File: src/compare_skip_defs.svh
// Constants for the compare-and-skip execution block
// Functional notes
// - Compare file byte with working register unsigned; no flags, no result stored.
// - Greater opcode 0110 010a: skip next instruction when byte exceeds working register.
// - Less opcode 0110 000a: skip next instruction when byte is below working register.
// - Access bit zero uses access bank; one uses bank select register bank.
// - Extended set, access bit zero, address up to 95: indexed literal offset.
// - One word; one cycle, two when skipping, three over two-word instruction.
// - Q1 decode, Q2 read, Q3 process, Q4 no write; skip cycles idle.
`ifndef COMPARE_SKIP_DEFS_SVH
`define COMPARE_SKIP_DEFS_SVH

`define CS_OPC_GREATER     7'h32
`define CS_OPC_LESS        7'h30
`define CS_OPC_MSB         15
`define CS_OPC_LSB         9
`define CS_ACCESS_BIT      8
`define CS_FILE_MSB        7
`define CS_FILE_LSB        0
`define CS_INDEXED_LIMIT   8'h5f
`define CS_ACCESS_SPLIT    8'h60
`define CS_ACCESS_LOW_PAGE 4'h0
`define CS_ACCESS_HIGH_PAGE 4'hf
`define CS_PHASE_Q1        4'h1
`define CS_CYCLES_PLAIN    2'h1
`define CS_CYCLES_SKIP     2'h2
`define CS_CYCLES_SKIP_TWO 2'h3
`define CS_CYCLES_RESET    2'h0

`endif

File: src/compare_skip_pkg.sv
// Types shared by the compare-and-skip block
package compare_skip_pkg;

    typedef enum logic [1:0] {
        ST_RUN,
        ST_SKIP,
        ST_SKIP_SECOND
    } state_e;

    typedef enum logic {
        KIND_LESS,
        KIND_GREATER
    } kind_e;

    typedef enum logic [1:0] {
        ACT_NOP,
        ACT_DECODE,
        ACT_READ,
        ACT_PROCESS
    } activity_e;

endpackage

File: src/compare_skip_if.sv
// Operand and comparison signals between sequencer and compare unit
`timescale 1ns/1ns
interface compare_skip_if #(
    parameter int unsigned AW = 12,
    parameter int unsigned BW = 4
);
    logic [7:0]    fileField;
    logic          accessBit;
    logic [BW-1:0] bankSel;
    logic [AW-1:0] indexBase;
    logic          extEnable;
    compare_skip_pkg::kind_e kind;
    logic [7:0]    operand;
    logic [7:0]    working;
    logic [AW-1:0] address;
    logic          indexed;
    logic          skip;

    modport core (
        output fileField, accessBit, bankSel, indexBase, extEnable, kind, operand, working,
        input  address, indexed, skip
    );
    modport unit (
        input  fileField, accessBit, bankSel, indexBase, extEnable, kind, operand, working,
        output address, indexed, skip
    );
endinterface

File: src/compare_skip_instructions.sv
// Sequencer for the compare-and-skip instructions over four quarters
`timescale 1ns/1ns
`include "compare_skip_defs.svh"
module compare_skip_instructions #(
    parameter int unsigned AW = 12,
    parameter int unsigned BW = 4
) (
    // Clock and reset
    input  wire logic                        clk,
    input  wire logic                        rst_n,
    // Instruction from fetch
    input  wire logic [15:0]                 instrWord,
    input  wire logic                        instrValid,
    input  wire logic                        nextTwoWord,
    // Core state
    input  wire logic [7:0]                  workingReg,
    input  wire logic [BW-1:0]               bankSelect,
    input  wire logic [AW-1:0]               indexBase,
    input  wire logic                        extEnable,
    // Data memory
    output logic [AW-1:0]                    dataAddr,
    output logic                             readStrobe,
    input  wire logic [7:0]                  dataIn,
    output logic                             resultWrite,
    output logic                             statusWrite,
    // Sequencing
    output logic [3:0]                       quarter,
    output compare_skip_pkg::activity_e      activity,
    output logic                             busy,
    output logic                             done,
    output logic                             skipTaken,
    output logic                             flushFetched,
    output logic                             nopCycle,
    output logic                             indexedMode,
    output logic [1:0]                       cycleCount
);
    compare_skip_pkg::state_e    state_q, state_d;
    compare_skip_pkg::kind_e     kind_q;
    compare_skip_pkg::activity_e activity_q, activity_d;
    logic [3:0]    phase_q;
    logic          active_q;
    logic [7:0]    file_q;
    logic          access_q;
    logic          skip_q;
    logic          twoWord_q;
    logic [AW-1:0] dataAddr_q;
    logic          readStrobe_q;
    logic          indexed_q;
    logic          done_q;
    logic          skipTaken_q;
    logic          flush_q;
    logic          nopCycle_q;
    logic [1:0]    cycles_q;
    logic          resultWrite_q;
    logic          statusWrite_q;

    logic [6:0]    opcode;
    logic          isGreater;
    logic          isLess;
    logic          accept;
    logic          inQ1;
    logic          inQ2;
    logic          inQ3;
    logic          inQ4;

    compare_skip_if #(.AW(AW), .BW(BW)) cs ();

    compare_skip_unit #(.AW(AW), .BW(BW)) unit (
        .cs (cs)
    );

    assign inQ1 = phase_q[0];
    assign inQ2 = phase_q[1];
    assign inQ3 = phase_q[2];
    assign inQ4 = phase_q[3];

    // Opcode decode in the first quarter
    assign opcode    = instrWord[`CS_OPC_MSB:`CS_OPC_LSB];
    assign isGreater = (opcode == `CS_OPC_GREATER);
    assign isLess    = (opcode == `CS_OPC_LESS);
    assign accept    = inQ1 && instrValid && (isGreater || isLess)
                       && (state_q == compare_skip_pkg::ST_RUN);

    assign cs.fileField = file_q;
    assign cs.accessBit = access_q;
    assign cs.bankSel   = bankSelect;
    assign cs.indexBase = indexBase;
    assign cs.extEnable = extEnable;
    assign cs.kind      = kind_q;
    assign cs.operand   = dataIn;
    assign cs.working   = workingReg;

    // Skip cycles follow a taken compare; a second one covers a two-word successor
    always_comb begin
        state_d = state_q;
        unique case (state_q)
            compare_skip_pkg::ST_RUN: begin
                if (active_q && inQ4 && skip_q) begin
                    state_d = compare_skip_pkg::ST_SKIP;
                end
            end
            compare_skip_pkg::ST_SKIP: begin
                if (inQ4) begin
                    state_d = twoWord_q ? compare_skip_pkg::ST_SKIP_SECOND
                                        : compare_skip_pkg::ST_RUN;
                end
            end
            compare_skip_pkg::ST_SKIP_SECOND: begin
                if (inQ4) begin
                    state_d = compare_skip_pkg::ST_RUN;
                end
            end
        endcase
    end

    // Activity of the current quarter, reported one clock later
    always_comb begin
        activity_d = compare_skip_pkg::ACT_NOP;
        if (state_q == compare_skip_pkg::ST_RUN) begin
            if (accept) begin
                activity_d = compare_skip_pkg::ACT_DECODE;
            end else if (active_q && inQ2) begin
                activity_d = compare_skip_pkg::ACT_READ;
            end else if (active_q && inQ3) begin
                activity_d = compare_skip_pkg::ACT_PROCESS;
            end
        end
    end

    always_ff @(posedge clk) begin
        if (!rst_n) begin
            phase_q <= `CS_PHASE_Q1;
        end else begin
            phase_q <= {phase_q[2:0], phase_q[3]};
        end
    end

    always_ff @(posedge clk) begin
        if (!rst_n) begin
            state_q    <= compare_skip_pkg::ST_RUN;
            activity_q <= compare_skip_pkg::ACT_NOP;
            nopCycle_q <= 1'b0;
        end else begin
            state_q    <= state_d;
            activity_q <= activity_d;
            nopCycle_q <= (state_d != compare_skip_pkg::ST_RUN);
        end
    end

    // Latch operand fields at decode
    always_ff @(posedge clk) begin
        if (!rst_n) begin
            active_q <= 1'b0;
            file_q   <= 8'h00;
            access_q <= 1'b0;
            kind_q   <= compare_skip_pkg::KIND_LESS;
        end else if (accept) begin
            active_q <= 1'b1;
            file_q   <= instrWord[`CS_FILE_MSB:`CS_FILE_LSB];
            access_q <= instrWord[`CS_ACCESS_BIT];
            kind_q   <= isGreater ? compare_skip_pkg::KIND_GREATER
                                  : compare_skip_pkg::KIND_LESS;
        end else if (inQ4) begin
            active_q <= 1'b0;
        end
    end

    // Second quarter: one read of the file register
    always_ff @(posedge clk) begin
        if (!rst_n) begin
            dataAddr_q   <= '0;
            readStrobe_q <= 1'b0;
            indexed_q    <= 1'b0;
        end else begin
            readStrobe_q <= active_q && inQ2;
            if (active_q && inQ2) begin
                dataAddr_q <= cs.address;
                indexed_q  <= cs.indexed;
            end
        end
    end

    // Third quarter: compare with the returned byte
    always_ff @(posedge clk) begin
        if (!rst_n) begin
            skip_q <= 1'b0;
        end else if (active_q && inQ3) begin
            skip_q <= cs.skip;
        end
    end

    // Fourth quarter: nothing written, outcome announced
    always_ff @(posedge clk) begin
        if (!rst_n) begin
            done_q      <= 1'b0;
            skipTaken_q <= 1'b0;
            flush_q     <= 1'b0;
            twoWord_q   <= 1'b0;
        end else begin
            done_q      <= active_q && inQ4;
            skipTaken_q <= active_q && inQ4 && skip_q;
            flush_q     <= active_q && inQ4 && skip_q;
            if (active_q && inQ4) begin
                twoWord_q <= nextTwoWord;
            end
        end
    end

    // Cycles used by the last compare
    always_ff @(posedge clk) begin
        if (!rst_n) begin
            cycles_q <= `CS_CYCLES_RESET;
        end else if (active_q && inQ4 && !skip_q) begin
            cycles_q <= `CS_CYCLES_PLAIN;
        end else if (inQ4 && state_q == compare_skip_pkg::ST_SKIP && !twoWord_q) begin
            cycles_q <= `CS_CYCLES_SKIP;
        end else if (inQ4 && state_q == compare_skip_pkg::ST_SKIP_SECOND) begin
            cycles_q <= `CS_CYCLES_SKIP_TWO;
        end
    end

    // Flags and destination are never written by these instructions
    always_ff @(posedge clk) begin
        if (!rst_n) begin
            resultWrite_q <= 1'b0;
            statusWrite_q <= 1'b0;
        end else begin
            resultWrite_q <= 1'b0;
            statusWrite_q <= 1'b0;
        end
    end

    assign dataAddr     = dataAddr_q;
    assign readStrobe   = readStrobe_q;
    assign resultWrite  = resultWrite_q;
    assign statusWrite  = statusWrite_q;
    assign quarter      = phase_q;
    assign activity     = activity_q;
    assign busy         = active_q;
    assign done         = done_q;
    assign skipTaken    = skipTaken_q;
    assign flushFetched = flush_q;
    assign nopCycle     = nopCycle_q;
    assign indexedMode  = indexed_q;
    assign cycleCount   = cycles_q;
endmodule

File: src/compare_skip_unit.sv
// Operand address resolution and unsigned compare
`timescale 1ns/1ns
`include "compare_skip_defs.svh"
module compare_skip_unit #(
    parameter int unsigned AW = 12,
    parameter int unsigned BW = 4
) (
    compare_skip_if.unit cs
);
    logic [8:0]    difference;
    logic          borrow;
    logic          equal;
    logic          useIndexed;
    logic [AW-1:0] accessAddr;
    logic [AW-1:0] bankAddr;
    logic [AW-1:0] indexAddr;

    // Unsigned subtraction; result only steers the skip
    assign difference = {1'b0, cs.operand} - {1'b0, cs.working};
    assign borrow     = difference[8];
    assign equal      = (difference[7:0] == 8'h00);

    assign useIndexed = cs.extEnable && !cs.accessBit
                        && (cs.fileField <= `CS_INDEXED_LIMIT);
    assign accessAddr = (cs.fileField < `CS_ACCESS_SPLIT)
                        ? AW'({`CS_ACCESS_LOW_PAGE, cs.fileField})
                        : AW'({`CS_ACCESS_HIGH_PAGE, cs.fileField});
    assign bankAddr   = AW'({cs.bankSel, cs.fileField});
    assign indexAddr  = AW'(cs.indexBase + AW'(cs.fileField));

    assign cs.indexed = useIndexed;
    assign cs.address = useIndexed ? indexAddr : (cs.accessBit ? bankAddr : accessAddr);
    assign cs.skip    = (cs.kind == compare_skip_pkg::KIND_GREATER)
                        ? (!borrow && !equal)
                        : borrow;
endmodule

File: config.mk
export PLATFORM = sky130hd
export DESIGN_NAME = compare_skip_instructions
export DESIGN_NICKNAME = d
export VERILOG_FILES = /design/src/compare_skip_pkg.sv /design/src/compare_skip_if.sv /design/src/compare_skip_instructions.sv /design/src/compare_skip_unit.sv
export VERILOG_INCLUDE_DIRS = /design/src
export SDC_FILE = /design/constraint.sdc
export NUM_CORES = 1
export LEC_CHECK = 0
export BUFFER_PORTS_ARGS = -buffer_cell sky130_fd_sc_hd__buf_2
export CORE_MARGIN = 2
export CORE_UTILIZATION = 46
export CTS_BUF_LIST = sky130_fd_sc_hd__clkbuf_8 sky130_fd_sc_hd__clkbuf_16
export DETAILED_ROUTE_END_ITERATION = 10
export PLACE_DENSITY = 0.86
export SYNTH_ARGS = -nofsm -noshare
export SYNTH_HDL_FRONTEND = slang
export SYNTH_SLANG_ARGS = --single-unit
File: constraint.sdc
create_clock -name clk -period 2.2 [get_ports clk]
set_input_delay 0.44 -clock clk [delete_from_list [all_inputs] [get_ports clk]]
set_output_delay 0.44 -clock clk [all_outputs]
set_load 0.005 [all_outputs]
* Word-level counts from Yosys, hierarchy flattened *
Index checks and enable logic that the tools add are counted.

cells by class
  add/subtract/negate cells = 2
  $lt $le $gt $ge = 2
  eq/ne operators = 4
  mux-type cells = 18
  bitwise gates (word level) = 2
  reductions and logical operators = 29

operator list
  cell                  number
  $mux W12              3
  $mux W2               8
  $eq A7 B6 Y1 const B  2
  $logic_and A1 B1 Y1   14
  $add A12 B8 Y12       1
  $sub A8 B8 Y9         1
  $le A8 B7 Y1 const B  1
  $logic_not A8 Y1      1
  $lt A8 B7 Y1 const B  1
  $mux W1               6
  $pmux W2 S3           1
  $reduce_bool A2 Y1    3
  $logic_not A1 Y1      5
  $reduce_bool A3 Y1    1
  $reduce_or A3 Y1      1
  $eq A2 B1 Y1 const B  1
  $eq A2 B2 Y1 const B  1
  $logic_not A2 Y1      1
  $not A1 Y1            2
  $reduce_and A2 Y1     1
  $reduce_or A2 Y1      1
  $logic_or A1 B1 Y1    1

storage, ports and cells
  register bits = 40
  input bits = 53
  logic and storage cells = 75

* Longest topological paths before layout *
  depth in word-level cells = 5
  depth in mapped cells = 9
  gate-level depth less buffers = 9

* By module *
Synthesis repeated with hierarchy kept, for this count alone.

second synthesis, totals
  cells, all modules = 326
  area, all modules = 2581.2 µm²

by module, submodules not included
  module                     instances  cells each  area each (µm²)  sequential area each (µm²)
  compare_skip_instructions  1          176         1561.5           800.8
  compare_skip_unit          1          150         1019.7           0.0

* Worst setup path before layout *
No wires, ideal clock.

  path kind = input-to-reg
  start point = input indexBase[0]
  end point = register dataAddr_q[6], in the netlist dataAddr[6]
  library setup time = 0.115 ns
  data arrival time = 2.058 ns
  data required time = 2.085 ns
  path slack = 0.027 ns
  stages on the path = 8
  cells stage by stage = ha_1 > fa_1 > a211oi_1 > o21bai_1 > a21oi_2 > xor2_1 > o221ai_1 > and2_1

between the ends
  word-level cells in the longest chain between the ends = 2

RTL lines
  element                 line                              RTL
  start: declaration      compare_skip_instructions.sv:18   input wire logic [AW-1:0] indexBase,
  $add A12 B8 Y12         compare_skip_unit.sv:29           assign indexAddr = AW'(cs.indexBase + AW'(cs.fileField));
  $mux W12                compare_skip_unit.sv:32           assign cs.address = useIndexed ? indexAddr : (cs.accessBit ? bankAddr : accessAddr);
  end signal: assignment  compare_skip_instructions.sv:177  dataAddr_q <= cs.address;
  end: declaration        compare_skip_instructions.sv:46   logic [AW-1:0] dataAddr_q;

No other way between the ends.
A chain may end at the register's enable or synchronous reset.

* Final worst setup path *
  start point = register file_q[0], in the netlist cs.fileField[0]
  end point = register dataAddr_q[6], in the netlist dataAddr[6]

between the ends
  word-level cells in the longest chain between the ends = 3

RTL lines
  element                                                                  line                              RTL
  start: declaration                                                       compare_skip_instructions.sv:42   logic [7:0] file_q;
  start signal: assignment                                                 compare_skip_instructions.sv:159  file_q <= instrWord[`CS_FILE_MSB:`CS_FILE_LSB];
  parallel branches: the longest is 2 deep, another holds $add A12 B8 Y12  n/a
  $mux W12 (*)                                                             compare_skip_unit.sv:32

Every way passes the cells marked *.

==> results.sh <==
export IMPL_status="complete, no violations"
export IMPL_die_w_um=77.61
export IMPL_power_frac_seq=0.474
export IMPL_synth_area_leaders="dfxtp_1 32%, ha_1 9.5%, nand2_1 5.1%, nor2b_1 4.8%, mux2i_1 4.0%"
export IMPL_cts_hold_fix_buffers=0
export IMPL_dr_total_vias=2303
export IMPL_timing_rr_end="dataAddr[6]"
export IMPL_p_clk_frac=0.394
export IMPL_synth_area_um2=2492
export IMPL_worstHoldEndpoint="cs.fileField[1]"
export IMPL_grt_pass1_vias=2220
export IMPL_yosysTopAreaCell="dfxtp_1"
export IMPL_synthXorXnorAreaFrac=0.03514
export IMPL_path_clk_slew_ps=80
export IMPL_grt_start_max_net_pins=39
export IMPL_synth_most_common_cell="dfxtp_1"
export IMPL_fin_setup_tns_ps=0
export IMPL_place_area_um2=2989
export IMPL_r2r_slack_ps=150
export IMPL_numCtsBuffers=5
export IMPL_cts_sinks=40
export IMPL_synth_top_family_by_area="simple AND/OR/NAND/NOR gates"
export IMPL_fin_area_um2=3110
export IMPL_coreArea_um2=5172
export IMPL_cts_tree="done"
export IMPL_synth_compound_area_share=0.1968
export IMPL_hold_violations=0
export IMPL_crit_chain="ha_1, fa_1, a211oi_2, o21bai_1, a21oi_2, xor2_1, o221ai_1, and2_1"
export IMPL_die_y_um=77.61
export IMPL_routedWlPerCell_um=12.98
export IMPL_cp_max_fo=3
export IMPL_hold_depth=3
export IMPL_die_area_um2=6023
export IMPL_critPathLaunchType="flip-flop"
export IMPL_synthAdderAreaFrac=0.1114
export IMPL_cp_data_arrival_time_ps=2240
export IMPL_internal_power_w=0.001173
export IMPL_ant_nets=0
export IMPL_syn2layout_area_growth_pct=24.80
export IMPL_place_hpwl_um=4551
export IMPL_synth_seq_cells=40
export IMPL_worst_clock_skew_ps=5.154
export IMPL_insertedDiodeCount=0
export IMPL_hold_path_class="input pin to flip-flop"
export IMPL_critPathSlowestCell="fa_1"
export IMPL_clock_latency_ps=290
export IMPL_grt_ovfl_total=0
export IMPL_synth_top_area_frac=0.3213
export IMPL_combPwrFrac=0.132
export IMPL_synth_edf_count=0
export IMPL_cp_end_kind="flip-flop"
export IMPL_synthDistinctLibCells=52
export IMPL_setup_viol=0
export IMPL_fmax_ghz=0.4870
export IMPL_grt_usage=0.2016
export IMPL_yosys_warnings=0
export IMPL_gp_congestion=0.8723
export IMPL_yosysSeqAreaShare=0.3213
export IMPL_synth_simple_gate_area_frac=0.2450
export IMPL_syn_inst=288
export IMPL_viasPerCell=5.199
export IMPL_switchingPower_w=0.0003741
export IMPL_crit_path_max_incr_delay_ps=410
export IMPL_reg2reg_depth=8
export IMPL_port_buffer_count=79
export IMPL_h_tree_depth=2
export IMPL_antenna_found_initial=0
export IMPL_finalMaxSlewViolations=0
export IMPL_drive_above_1_share=0.2895
export IMPL_drc=0
export IMPL_rows=26
export IMPL_swShare=0.2418
export IMPL_synth_area_mux_share=0.04468
export IMPL_leakagePower_nw=1.449
export IMPL_worstSetupPathType="flip-flop to flip-flop"
export IMPL_rsz0062_at_grt="false"
export IMPL_grt_pass1_wl_um=9915
export IMPL_synth_area_per_cell_um2=8.654
export IMPL_irDropWorstVdd_uv=284.2
export IMPL_async_flop_share=0
export IMPL_worstHoldStart="instrWord[1]"
export IMPL_cp_required_ps=2390
export IMPL_cts_buffer_depth=2
export IMPL_synth_top_flop_cell="dfxtp_1"
export IMPL_finalCriticalPeriod_ps=2054
export IMPL_p_per_area_nw_per_um2=497.3
export IMPL_nets=446
export IMPL_initial_core_util=0.4819
export IMPL_maxCapViolCount=0
export IMPL_wl_um=5750
export IMPL_drt_first_pass_iters=4
export IMPL_timing_rr_start="cs.fileField[0]"
export IMPL_io_pins=82
export IMPL_netlist_top_cells_count="40 x dfxtp_1, 34 x nand2_1, 19 x ha_1, 19 x nor2b_1, 15 x o21ai_0"
export IMPL_first_iter_violations=122
export IMPL_fin_crit_sh=0.9334
export IMPL_root_buffer="clkbuf_8"
cell type report:
cell class | instances | area [um^2]
Sequential cell | 40 | 800.8
Clock buffer | 5 | 68.82
Fill cell | 491 | 2062
Multi-Input combinational cell | 224 | 1590
Inverter | 12 | 45.04
Timing Repair Buffer | 89 | 470.5
Tap cell | 70 | 87.58
Clock inverter | 3 | 47.55
through the flow:
step / hold slack (ps) / cells / worst slack [ps] / util / power (W)
6_report: 408.1 / 443 / 146.4 / 0.6014 / 0.001547
5_1_grt: 423.7 / 443 / 10.39 / 0.6014 / 0.001623
4_1_cts: 401.9 / 443 / 78.85 / 0.6004 / 0.001564
3_5_place_dp: 458.4 / 435 / -136.2 / 0.5779 / 0.0009536
3_3_place_gp: 451.1 / 435 / -121.3 / 0.5779 / 0.0009459
2_1_floorplan: 456.2 / 289 / 27.07 / - / 0.0008718
state kept, by name, summed over array words and instances, names as in the netlist, 2 cells and up:
register,cells
dataAddr,12
cs.fileField,8
quarter,4
activity,2
cycleCount,2
state_q,2
cells by family (layout without fill, tap and decap cells):
family	count (synthesis)	count (layout)
DFF	40	40
muxes	11	11
other	1	2
adders and majority gates	21	21
buffers and inverters	25	109
and+or+nand+nor	112	112
AOI/OAI and AO/OA	68	68
xor gates and xnor gates	10	10
cells in the final DEF, fill, tap and decap left out, types with 4 or more instances in the layout:
cell type / instances
nor2_1: 13
xnor2_1: 4
a21o_1: 4
xor2_1: 6
a21oi_1: 9
mux2i_1: 10
dfxtp_1: 40
nand2b_1: 4
buf_2: 79
nand2_1: 34
inv_1: 12
o211a_1: 5
clkbuf_8: 5
nor2b_1: 19
nand3_1: 12
o21a_1: 6
o21ai_0: 14
and2_1: 7
ha_1: 19
buf_4: 10
a211oi_1: 4
how the worst max path moves through the flow:
stage                        to  slack [ps]             from  cells past startpoint
floorplan           dataAddr[6]          30     indexBase[0]                      8
global placement    dataAddr[6]        -120     indexBase[0]                      9
CTS                 dataAddr[6]          80  cs.fileField[0]                      8
global route        dataAddr[6]          10  cs.fileField[0]                      8
detailed placement  dataAddr[6]        -140     indexBase[0]                      9
finish              dataAddr[6]         150  cs.fileField[0]                      8
power by group through the flow:
stage	Combinational, W	Sequential [W]	Clock [W]
finish	0.000204	0.000733	0.000609
detailed placement	0.000203	0.000750	0
global route	0.000228	0.000734	0.000661
CTS	0.000205	0.000733	0.000626
floorplan	0.000123	0.000748	0
global placement	0.000196	0.000750	0
critical path, delay by kind of cell, from the launching register on:
family	cells	cell delay, ps
adder cells (fa/ha/maj)	2	620
AO/OA/AOI/OAI	4	680
AND/OR/NAND/NOR	1	160
flip-flops	1	330
XOR/XNOR	1	160
repair_timing:
item                                    4_1_cts  5_1_grt
setup buffers                                 0        0
resized for setup                             0        2
endpoints found under the setup margin        0        3
metal layers:
layer,up-vias,wire (um),GRT usage
li1,1181,-,-
met2,65,2884,0.3552
met1,1051,2552,0.2504
met5,-,0,0
met3,6,261,0.03605
met4,0,53,0.05714
No activity file was read; power rests on OpenSTA's default activity.
